`src/pirpg_pkg.sv`:
```
package pirpg_pkg;

  // Register byte offsets
  localparam logic [7:0] OFF_SEL   = 8'ha8;
  localparam logic [7:0] OFF_PLL   = 8'hb0;
  localparam logic [7:0] OFF_GATES = 8'hb4;

  // Extra interrupt routing
  localparam int unsigned NUM_EXTRA   = 25;
  localparam int unsigned FIRST_EXTRA = 34;

  // Implemented bits and reset values
  localparam logic [31:0] SEL_MASK    = 32'h01ff_ffff;
  localparam logic [31:0] SEL_RESET   = 32'h0000_0000;
  localparam logic [31:0] PLL_MASK    = 32'h20ff_ffff;
  localparam logic [31:0] PLL_RESET   = 32'h2000_cc12;
  localparam logic [31:0] GATES_MASK  = 32'h0000_001b;
  localparam logic [31:0] GATES_RESET = 32'h0000_001b;

  // Synthesiser control field positions
  localparam int unsigned PLL_VCOX2_BIT = 29;
  localparam int unsigned PLL_MOD_MSB   = 9;
  localparam int unsigned PLL_MOD_LSB   = 7;
  localparam int unsigned PLL_PAT_MSB   = 6;
  localparam int unsigned PLL_PAT_LSB   = 5;
  localparam int unsigned PLL_ICP_MSB   = 3;
  localparam int unsigned PLL_ICP_LSB   = 2;
  localparam int unsigned PLL_REF_BIT   = 1;
  localparam int unsigned PLL_OVP_BIT   = 0;

  // Analog clock gate positions
  localparam int unsigned GATE_BG_BIT   = 4;
  localparam int unsigned GATE_ADC_BIT  = 3;
  localparam int unsigned GATE_DAC_BIT  = 1;
  localparam int unsigned GATE_COMP_BIT = 0;

  // AXI responses
  localparam logic [1:0] RESP_OKAY   = 2'h0;
  localparam logic [1:0] RESP_SLVERR = 2'h2;

endpackage

```
`src/pirpg_route_if.sv`:
```
interface pirpg_route_if #(
  parameter int unsigned N = 25
);
  logic [N-1:0]   sel;
  logic [2*N-1:0] gpio;
  logic [N-1:0]   irq;

  modport drive (output sel, output gpio, input irq);
  modport route (input sel, input gpio, output irq);
endinterface

```
`src/pirpg_regs.sv`:
```
// Overview of operation
// - Select bit picks odd or even GPIO
// - Select bits read/write, reset to zero
// - Bit 29 enables doubled VCO clock, resets one
// - Divider modulo 9:7, pattern 6:5, reset zero
// - Charge-pump current field 3:2, reset zero
// - Bit 1 selects PLL reference, resets one
// - Bit 0 enables VCO overvoltage guard
// - Bandgap and ADC clock gates, reset enabled
// - DAC and comparator clock gates, reset enabled
module pirpg_regs #(
  parameter int unsigned ADDR_W    = 8,
  parameter int unsigned NUM_EXTRA = pirpg_pkg::NUM_EXTRA
) (
  // Clock and reset
  input  wire logic                   clock_i,
  input  wire logic                   reset_n_i,
  // AXI4-Lite write address
  input  wire logic                   s_axi_awvalid,
  output      logic                   s_axi_awready,
  input  wire logic [ADDR_W-1:0]      s_axi_awaddr,
  input  wire logic [2:0]             s_axi_awprot,
  // AXI4-Lite write data
  input  wire logic                   s_axi_wvalid,
  output      logic                   s_axi_wready,
  input  wire logic [31:0]            s_axi_wdata,
  input  wire logic [3:0]             s_axi_wstrb,
  // AXI4-Lite write response
  output      logic                   s_axi_bvalid,
  input  wire logic                   s_axi_bready,
  output      logic [1:0]             s_axi_bresp,
  // AXI4-Lite read address
  input  wire logic                   s_axi_arvalid,
  output      logic                   s_axi_arready,
  input  wire logic [ADDR_W-1:0]      s_axi_araddr,
  input  wire logic [2:0]             s_axi_arprot,
  // AXI4-Lite read data
  output      logic                   s_axi_rvalid,
  input  wire logic                   s_axi_rready,
  output      logic [31:0]            s_axi_rdata,
  output      logic [1:0]             s_axi_rresp,
  // Interrupt routing
  input  wire logic [2*NUM_EXTRA-1:0] gpio_i,
  output      logic [NUM_EXTRA-1:0]   extra_irq_o,
  // Synthesiser controls
  output      logic                   doubled_vco_output_on_o,
  output      logic [2:0]             out_div_modulo_o,
  output      logic [1:0]             out_div_pattern_o,
  output      logic [1:0]             charge_pump_current_o,
  output      logic                   ref_clock_select_o,
  output      logic                   vco_overvoltage_guard_o,
  // Analog clock gates
  output      logic                   bandgap_clock_gate_o,
  output      logic                   adc_clock_gate_o,
  output      logic                   dac_clock_gate_o,
  output      logic                   comparator_clock_gate_o
);

  ////////////////////////////////////////////////////////////////////////////
  // State

  typedef struct packed {
    logic              aw_got;
    logic [ADDR_W-1:0] awaddr;
    logic              w_got;
    logic [31:0]       wdata;
    logic [3:0]        wstrb;
    logic              bvalid;
    logic [1:0]        bresp;
    logic              rvalid;
    logic [31:0]       rdata;
    logic [1:0]        rresp;
    logic [31:0]       sel;
    logic [31:0]       pll;
    logic [31:0]       gates;
  } pirpg_state_t;

  pirpg_state_t state_q;
  pirpg_state_t state_d;

  logic              wr_fire;
  logic              wr_sel;
  logic              wr_pll;
  logic              wr_gates;
  logic              rd_fire;
  logic [ADDR_W-1:0] rd_addr;

  ////////////////////////////////////////////////////////////////////////////
  // Helpers

  function automatic logic [31:0] merge(input logic [31:0] old_v,
                                        input logic [31:0] new_v,
                                        input logic [3:0]  strb,
                                        input logic [31:0] mask);
    logic [31:0] bm;
    bm = {{8{strb[3]}}, {8{strb[2]}}, {8{strb[1]}}, {8{strb[0]}}};
    return ((old_v & ~bm) | (new_v & bm)) & mask;
  endfunction

  function automatic logic hit(input logic [ADDR_W-1:0] addr,
                               input logic [7:0]        off);
    return {addr[ADDR_W-1:2], 2'b00} == ADDR_W'(off);
  endfunction

  ////////////////////////////////////////////////////////////////////////////
  // Bus handshakes

  assign s_axi_awready = !state_q.aw_got && !state_q.bvalid;
  assign s_axi_wready  = !state_q.w_got && !state_q.bvalid;
  assign s_axi_arready = !state_q.rvalid;
  assign s_axi_bvalid  = state_q.bvalid;
  assign s_axi_bresp   = state_q.bresp;
  assign s_axi_rvalid  = state_q.rvalid;
  assign s_axi_rdata   = state_q.rdata;
  assign s_axi_rresp   = state_q.rresp;

  assign wr_fire  = state_q.aw_got && state_q.w_got && !state_q.bvalid;
  assign wr_sel   = wr_fire && hit(state_q.awaddr, pirpg_pkg::OFF_SEL);
  assign wr_pll   = wr_fire && hit(state_q.awaddr, pirpg_pkg::OFF_PLL);
  assign wr_gates = wr_fire && hit(state_q.awaddr, pirpg_pkg::OFF_GATES);
  assign rd_fire  = s_axi_arvalid && s_axi_arready;
  assign rd_addr  = s_axi_araddr;

  ////////////////////////////////////////////////////////////////////////////
  // Next state

  always_comb begin
    state_d = state_q;
    // Capture address and data in either order
    if (s_axi_awvalid && s_axi_awready) begin
      state_d.aw_got = 1'b1;
      state_d.awaddr = s_axi_awaddr;
    end
    if (s_axi_wvalid && s_axi_wready) begin
      state_d.w_got = 1'b1;
      state_d.wdata = s_axi_wdata;
      state_d.wstrb = s_axi_wstrb;
    end
    if (wr_fire) begin
      state_d.aw_got = 1'b0;
      state_d.w_got  = 1'b0;
      state_d.bvalid = 1'b1;
      state_d.bresp  = pirpg_pkg::RESP_OKAY;
      if (wr_sel) begin
        state_d.sel = merge(state_q.sel, state_q.wdata, state_q.wstrb,
                            pirpg_pkg::SEL_MASK);
      end else if (wr_pll) begin
        state_d.pll = merge(state_q.pll, state_q.wdata, state_q.wstrb,
                            pirpg_pkg::PLL_MASK);
      end else if (wr_gates) begin
        state_d.gates = merge(state_q.gates, state_q.wdata, state_q.wstrb,
                              pirpg_pkg::GATES_MASK);
      end else begin
        state_d.bresp = pirpg_pkg::RESP_SLVERR;
      end
    end
    if (state_q.bvalid && s_axi_bready) begin
      state_d.bvalid = 1'b0;
    end
    // Reads return the masked image, reserved bits as zero
    if (rd_fire) begin
      state_d.rvalid = 1'b1;
      state_d.rresp  = pirpg_pkg::RESP_OKAY;
      if (hit(rd_addr, pirpg_pkg::OFF_SEL)) begin
        state_d.rdata = state_q.sel;
      end else if (hit(rd_addr, pirpg_pkg::OFF_PLL)) begin
        state_d.rdata = state_q.pll;
      end else if (hit(rd_addr, pirpg_pkg::OFF_GATES)) begin
        state_d.rdata = state_q.gates;
      end else begin
        state_d.rdata = 32'h0000_0000;
        state_d.rresp = pirpg_pkg::RESP_SLVERR;
      end
    end else if (state_q.rvalid && s_axi_rready) begin
      state_d.rvalid = 1'b0;
    end
  end

  always_ff @(posedge clock_i or negedge reset_n_i) begin
    if (!reset_n_i) begin
      state_q        <= '0;
      state_q.sel    <= pirpg_pkg::SEL_RESET;
      state_q.pll    <= pirpg_pkg::PLL_RESET;
      state_q.gates  <= pirpg_pkg::GATES_RESET;
    end else begin
      state_q <= state_d;
    end
  end

  ////////////////////////////////////////////////////////////////////////////
  // Field outputs

  assign doubled_vco_output_on_o =
    state_q.pll[pirpg_pkg::PLL_VCOX2_BIT];
  assign out_div_modulo_o =
    state_q.pll[pirpg_pkg::PLL_MOD_MSB:pirpg_pkg::PLL_MOD_LSB];
  assign out_div_pattern_o =
    state_q.pll[pirpg_pkg::PLL_PAT_MSB:pirpg_pkg::PLL_PAT_LSB];
  assign charge_pump_current_o =
    state_q.pll[pirpg_pkg::PLL_ICP_MSB:pirpg_pkg::PLL_ICP_LSB];
  assign ref_clock_select_o =
    state_q.pll[pirpg_pkg::PLL_REF_BIT];
  assign vco_overvoltage_guard_o =
    state_q.pll[pirpg_pkg::PLL_OVP_BIT];
  assign bandgap_clock_gate_o =
    state_q.gates[pirpg_pkg::GATE_BG_BIT];
  assign adc_clock_gate_o =
    state_q.gates[pirpg_pkg::GATE_ADC_BIT];
  assign dac_clock_gate_o =
    state_q.gates[pirpg_pkg::GATE_DAC_BIT];
  assign comparator_clock_gate_o =
    state_q.gates[pirpg_pkg::GATE_COMP_BIT];

  ////////////////////////////////////////////////////////////////////////////
  // Interrupt routing

  pirpg_route_if #(.N(NUM_EXTRA)) route_bus ();

  assign route_bus.sel  = state_q.sel[NUM_EXTRA-1:0];
  assign route_bus.gpio = gpio_i;
  assign extra_irq_o    = route_bus.irq;

  pirpg_irq_route #(
    .N (NUM_EXTRA)
  ) pirpg_irq_route_inst (
    .bus (route_bus.route)
  );

  ////////////////////////////////////////////////////////////////////////////
  // Checks

  logic [NUM_EXTRA-1:0] irq_expect;

  always_comb begin
    for (int k = 0; k < int'(NUM_EXTRA); k++) begin
      irq_expect[k] = state_q.sel[k] ? gpio_i[2*k] : gpio_i[2*k+1];
    end
  end

  AST_ROUTE_PICK: assert property (
    @(posedge clock_i) disable iff (!reset_n_i)
    extra_irq_o == irq_expect)
    else $error("extra interrupt routed from wrong GPIO");

  AST_SEL_WRITE: assert property (
    @(posedge clock_i) disable iff (!reset_n_i)
    wr_sel && state_q.wstrb == 4'hf
    |=> state_q.sel == ($past(state_q.wdata) & pirpg_pkg::SEL_MASK))
    else $error("select register did not take written value");

  AST_VCOX2_CAUSE: assert property (
    @(posedge clock_i) disable iff (!reset_n_i)
    $changed(doubled_vco_output_on_o) |-> $past(wr_pll))
    else $error("doubled clock enable changed without a write");

  AST_DIV_FIELDS: assert property (
    @(posedge clock_i) disable iff (!reset_n_i)
    wr_pll && state_q.wstrb[1:0] == 2'h3
    |=> out_div_modulo_o == $past(state_q.wdata[9:7])
        && out_div_pattern_o == $past(state_q.wdata[6:5]))
    else $error("divider fields not updated by write");

  AST_ICP_HOLD: assert property (
    @(posedge clock_i) disable iff (!reset_n_i)
    !wr_pll |=> $stable(charge_pump_current_o))
    else $error("charge-pump field moved without a write");

  AST_REF_READ: assert property (
    @(posedge clock_i) disable iff (!reset_n_i)
    rd_fire && hit(rd_addr, pirpg_pkg::OFF_PLL)
    |=> s_axi_rvalid && s_axi_rdata[1] == $past(ref_clock_select_o))
    else $error("reference select not visible on read");

  AST_OVP_WRITE: assert property (
    @(posedge clock_i) disable iff (!reset_n_i)
    wr_pll && state_q.wstrb[0]
    |=> vco_overvoltage_guard_o == $past(state_q.wdata[0]))
    else $error("overvoltage guard not updated by write");

  AST_BG_ADC_OFF: assert property (
    @(posedge clock_i) disable iff (!reset_n_i)
    $fell(bandgap_clock_gate_o) || $fell(adc_clock_gate_o)
    |-> $past(wr_gates && state_q.wstrb[0]))
    else $error("bandgap or ADC gate closed without a write");

  AST_DAC_COMP: assert property (
    @(posedge clock_i) disable iff (!reset_n_i)
    wr_gates && state_q.wstrb[0]
    |=> dac_clock_gate_o == $past(state_q.wdata[1])
        && comparator_clock_gate_o == $past(state_q.wdata[0]))
    else $error("DAC or comparator gate not updated by write");

  AST_VCOX2_WRITE: assert property (
    @(posedge clock_i) disable iff (!reset_n_i)
    wr_pll && state_q.wstrb[3]
    |=> doubled_vco_output_on_o ==
        $past(state_q.wdata[pirpg_pkg::PLL_VCOX2_BIT]))
    else $error("doubled clock enable not updated by write");

  AST_ICP_WRITE: assert property (
    @(posedge clock_i) disable iff (!reset_n_i)
    wr_pll && state_q.wstrb[0]
    |=> charge_pump_current_o == $past(state_q.wdata[3:2]))
    else $error("charge-pump field not updated by write");

  AST_REF_WRITE: assert property (
    @(posedge clock_i) disable iff (!reset_n_i)
    wr_pll && state_q.wstrb[0]
    |=> ref_clock_select_o == $past(state_q.wdata[1]))
    else $error("reference select not updated by write");

  AST_BG_ADC_WRITE: assert property (
    @(posedge clock_i) disable iff (!reset_n_i)
    wr_gates && state_q.wstrb[0]
    |=> bandgap_clock_gate_o == $past(state_q.wdata[4])
        && adc_clock_gate_o == $past(state_q.wdata[3]))
    else $error("bandgap or ADC gate not updated by write");

  AST_SEL_READ: assert property (
    @(posedge clock_i) disable iff (!reset_n_i)
    rd_fire && hit(rd_addr, pirpg_pkg::OFF_SEL)
    |=> s_axi_rvalid && s_axi_rdata == $past(state_q.sel))
    else $error("select register not visible on read");

  AST_IRQ_STEADY: assert property (
    @(posedge clock_i) disable iff (!reset_n_i)
    $stable(gpio_i) && $stable(state_q.sel) |-> $stable(extra_irq_o))
    else $error("extra interrupt moved with source and select steady");

  AST_ROUTE_SWITCH: assert property (
    @(posedge clock_i) disable iff (!reset_n_i)
    wr_sel && state_q.wstrb[0] && $stable(gpio_i[1:0])
    |=> extra_irq_o[0] ==
        ($past(state_q.wdata[0]) ? gpio_i[0] : gpio_i[1]))
    else $error("first extra interrupt did not switch source");

  AST_B_HOLD: assert property (
    @(posedge clock_i) disable iff (!reset_n_i)
    s_axi_bvalid && !s_axi_bready |=> s_axi_bvalid && $stable(s_axi_bresp))
    else $error("write response dropped before ready");

  AST_R_HOLD: assert property (
    @(posedge clock_i) disable iff (!reset_n_i)
    s_axi_rvalid && !s_axi_rready
    |=> s_axi_rvalid && $stable(s_axi_rdata))
    else $error("read data dropped before ready");

endmodule

```
`src/pirpg_irq_route.sv`:
```
module pirpg_irq_route #(
  parameter int unsigned N = 25
) (
  // Routing carrier
  pirpg_route_if.route bus
);

  // Pure mux: no state, so a select write cannot add a pulse of its own
  for (genvar k = 0; k < N; k++) begin : g_route
    assign bus.irq[k] = bus.sel[k] ? bus.gpio[2*k] : bus.gpio[2*k+1];
  end

endmodule

```
`config.mk`:
```
export PLATFORM = sky130hd
export DESIGN_NAME = pirpg_regs
export DESIGN_NICKNAME = d
export VERILOG_FILES = /design/src/pirpg_pkg.sv /design/src/pirpg_route_if.sv /design/src/pirpg_regs.sv /design/src/pirpg_irq_route.sv
export SDC_FILE = /design/constraint.sdc
export NUM_CORES = 1
export LEC_CHECK = 0
export BUFFER_PORTS_ARGS = -buffer_cell sky130_fd_sc_hd__buf_2
export CORE_UTILIZATION = 50
export DETAILED_ROUTE_END_ITERATION = 12
export PLACE_DENSITY = 0.92
export SLEW_MARGIN = 20
export SYNTH_ARGS = -nofsm -noshare
export SYNTH_HDL_FRONTEND = slang
export SYNTH_HIERARCHICAL = 1
export SYNTH_SLANG_ARGS = --single-unit
```
`constraint.sdc`:
```
create_clock -name clock_i -period 2 [get_ports clock_i]
set_input_delay 0.6 -clock clock_i [delete_from_list [all_inputs] [get_ports clock_i]]
set_output_delay 0.6 -clock clock_i [all_outputs]
set_load 0.02 [all_outputs]
```
==> summary.md <==
| Metric | Value |
|---|---|
| Status | `finished, final reports clean` |
| CP max-delay cell | `dfrtp_1` |
| Post-CTS sizing | `0` |
| Worst reg2reg setup slack | `between 0.15 and 0.2 ns` |
| Max-Cap Viols | `0` |
| Slew HR | `about two thirds` |
| Gr usage total | `approximately 22%` |
| Count leader, synth | `dfrtp_1` |
| Post-synthesis mux area share | `approximately a quarter` |
| Initial antenna violation count | `0` |
| Minimum clock period | `about 1.9 ns` |
| Vias in the first global route | `~4000` |
| Clk root buf | `clkbuf_16` |
| DP HPWL | `between 9000 and 10000 µm` |
| WL final | `roughly 13000 µm` |
| Leak | `between 0.003 and 0.004 µW` |
| Pwr Total | `9310 µW` |
| Syn avg cell area | `13.3 µm²` |
| RSZ-0062 raised after global routing | `false` |
| Iter 0 DRT Violations | `around 190` |
| Total negative setup slack | `0 ns` |
| DRC | `0` |
| DR pass1 iterations | `4` |
| Sequential fraction of the synthesis area | `a little over half` |
| Setup Skew | `between 0.009 and 0.01 ns` |
| CORE AREA | `approximately 11000 µm²` |
| Nets | `696` |
| First-pass GRT wire length | `around 20000 µm` |
| Max incr delay on CP | `between 0.4 and 0.5 ns` |
| Most used flip-flop cell after synthesis | `dfrtp_1` |
| Fraction of layout cells with a size suffix above 1 | `roughly 60%` |
| Avg Vias per Cell | `5.34` |
| EDFF count, synth | `0` |
| Post-layout util | `roughly 65%` |
| Sinks on Clock Net | `122` |
| Synth top area share | `roughly half` |
| Post-synth top cells | `111 x dfrtp_1, 89 x mux2_2, 43 x buf_4, 26 x nand2_1, 25 x mux2_4` |
| Crit path kind | `flop to primary output` |
| Synth Area in Compound Gates | `roughly 6.2%` |
| Crit end category | `primary output` |
| Asr flop ratio synth | `100%` |
| Synthesized cell area | `5710 µm²` |
| Post-CTS Setup Inserts | `0` |
| H-tree lvl count | `4` |
| Worst Reg-to-Reg Cells | `3` |
| Hold Buf Count CTS | `0` |
| Area Overhead vs Synth | `25.0%` |
| Cells after Synth | `430` |
| Simple-gate share of the synthesized area | `under 10%` |
| Synthesis-stage register bit count | `around 120` |
| Peak Freq | `~520 MHz` |
| Clock Tree Buf Depth | `2` |
| R2r startpoint | `state_q[173]` |
| CTS tree | `built` |
| Die width | `~110 µm` |
| Worst endpoint required time | `between 1 and 1.5 ns` |
| Crit path DAT | `~1.3 ns` |
| Max-slew violations | `0` |
| Number of synthesis warnings | `6` |
| Synth area leaders | `dfrtp_1 49%, mux2_2 18%, mux2_4 6.6%` |
| Min-Delay Path Class | `input pin to async pin` |
| Max VDD drop | `0.694 mV` |
| Initial core utilization | `52.0%` |
| Cell taking the most area after synthesis | `dfrtp_1` |
| GP Congestion | `between 0.7 and 0.8` |
| Fin. Hold Viols | `0` |
| Die Ht | `109 µm` |
| Clock Pin Slew Worst Setup and Hold Paths | `0.06 ns` |
| Tcrit/Tclk final | `about 96%` |
| CP max FO | `3` |
| Port buffer count | `between 150 and 200` |
| Total CTS buffers | `17` |
| Post-Synth Adder-Cell Area | `0%` |
| Total grt overflow | `0` |
| Main combinational cell family by area after synthesis | `multiplexers` |
| Setup crit start kind | `flop` |
| Clock Latency Late Sink | `approximately 0.41 ns` |
| Die ar. | `roughly 12000 µm²` |
| ANT cells | `0` |
| Largest net degree at the start of global routing | `46` |
| I/O Pins | `195` |
| Wire per inst | `17.1 µm` |
| Cell Rows | `38` |
| Vias | `3916` |
| Worst slew pin tran | `just over 0.5 ns` |
| Power Dens Cells | `about 1300 nW/µm²` |
| Post-synthesis xor/xnor area fraction | `0%` |
| Post-route antenna net violation count | `0` |
| Critical path cell sequence | `mux2_4 -> buf_2` |
| Synth cell types | `34` |
| Final Setup Violations | `0` |
critical path, delay by kind of cell, from the launching register on:
family	cells	cell delay, ns
buf+inv	1	0.17
flops	1	0.43
mux	1	0.32
through the flow:
| step | cell area, µm² | instances | hold slack [ns] | setup WS (ns) |
|---|---|---|---|---|
| floorplan | 5730 | 437 | 0.304 | 0.272 |
| detailed placement | 6550 | 702 | 0.468 | 0.158 |
| global route | 7130 | 734 | 0.134 | 0.0244 |
| CTS | 7130 | 734 | 0.109 | 0.0414 |
| finish | 7130 | 734 | 0.119 | 0.0773 |
| global placement | 6550 | 702 | 0.460 | 0.210 |
logic make-up (layout without fill, tap and decap cells):
group / count (synthesis) / after routing
compound gates: 57 / 57
simple gates: 67 / 67
flops: 122 / 122
mux: 119 / 119
buf+inv: 64 / 221
other cells: 1 / 8
area by class of cell:
type                       instances  area [µm²]
sequential                       122        3070
tap                              140         175
clock buffer                      20         467
fill                             809        3850
inverter                           2        7.51
timing repair buffer             187        1030
multi-input combinational        251        2270
clock inverter                    12         116
power breakdown:
| part | leakage, µW | internal (µW) | total (µW) | switching [µW] |
|---|---|---|---|---|
| clock network | 0.000271 | 1820 | 2940 | 1130 |
| registers | 0.00156 | 3290 | 3960 | 677 |
| logic | 0.00175 | 1270 | 2410 | 1140 |
worst max-delay path by stage:
stage	start	endpoint	slack [ns]
global placement	s_axi_araddr[2]	s_axi_rdata[6]	0.21
detailed placement	s_axi_araddr[2]	s_axi_rdata[23]	0.16
global route	flop	extra_irq_o[24]	0.02
finish	flop	extra_irq_o[24]	0.08
CTS	flop	extra_irq_o[24]	0.04
floorplan	s_axi_bvalid	state_q[173]	0.27
cell usage in the layout, fill, tap and decap left out, types with 6 or more instances in the layout:
master / n
buf_2: 169
dfrtp_1: 111
mux2_2: 89
nand2_1: 26
mux2_4: 25
o21ai_0: 24
a22oi_1: 20
clkbuf_16: 17
buf_4: 14
dfstp_2: 11
nor2_1: 8
conb_1: 8
nand2b_1: 6
per-layer routing:
layer | track usage, % | vias up | part of all wire (%) | routed length, µm
li1 | - | 1789 | - | -
met1 | 27.3 | 1941 | 40 | 4990
met2 | 38.3 | 170 | 53 | 6590
met3 | 5.02 | 16 | 6.2 | 780
met4 | 9.56 | 0 | 1.4 | 170
met5 | 0 | - | 0 | 0
No activity file was read; power rests on OpenSTA's default activity.
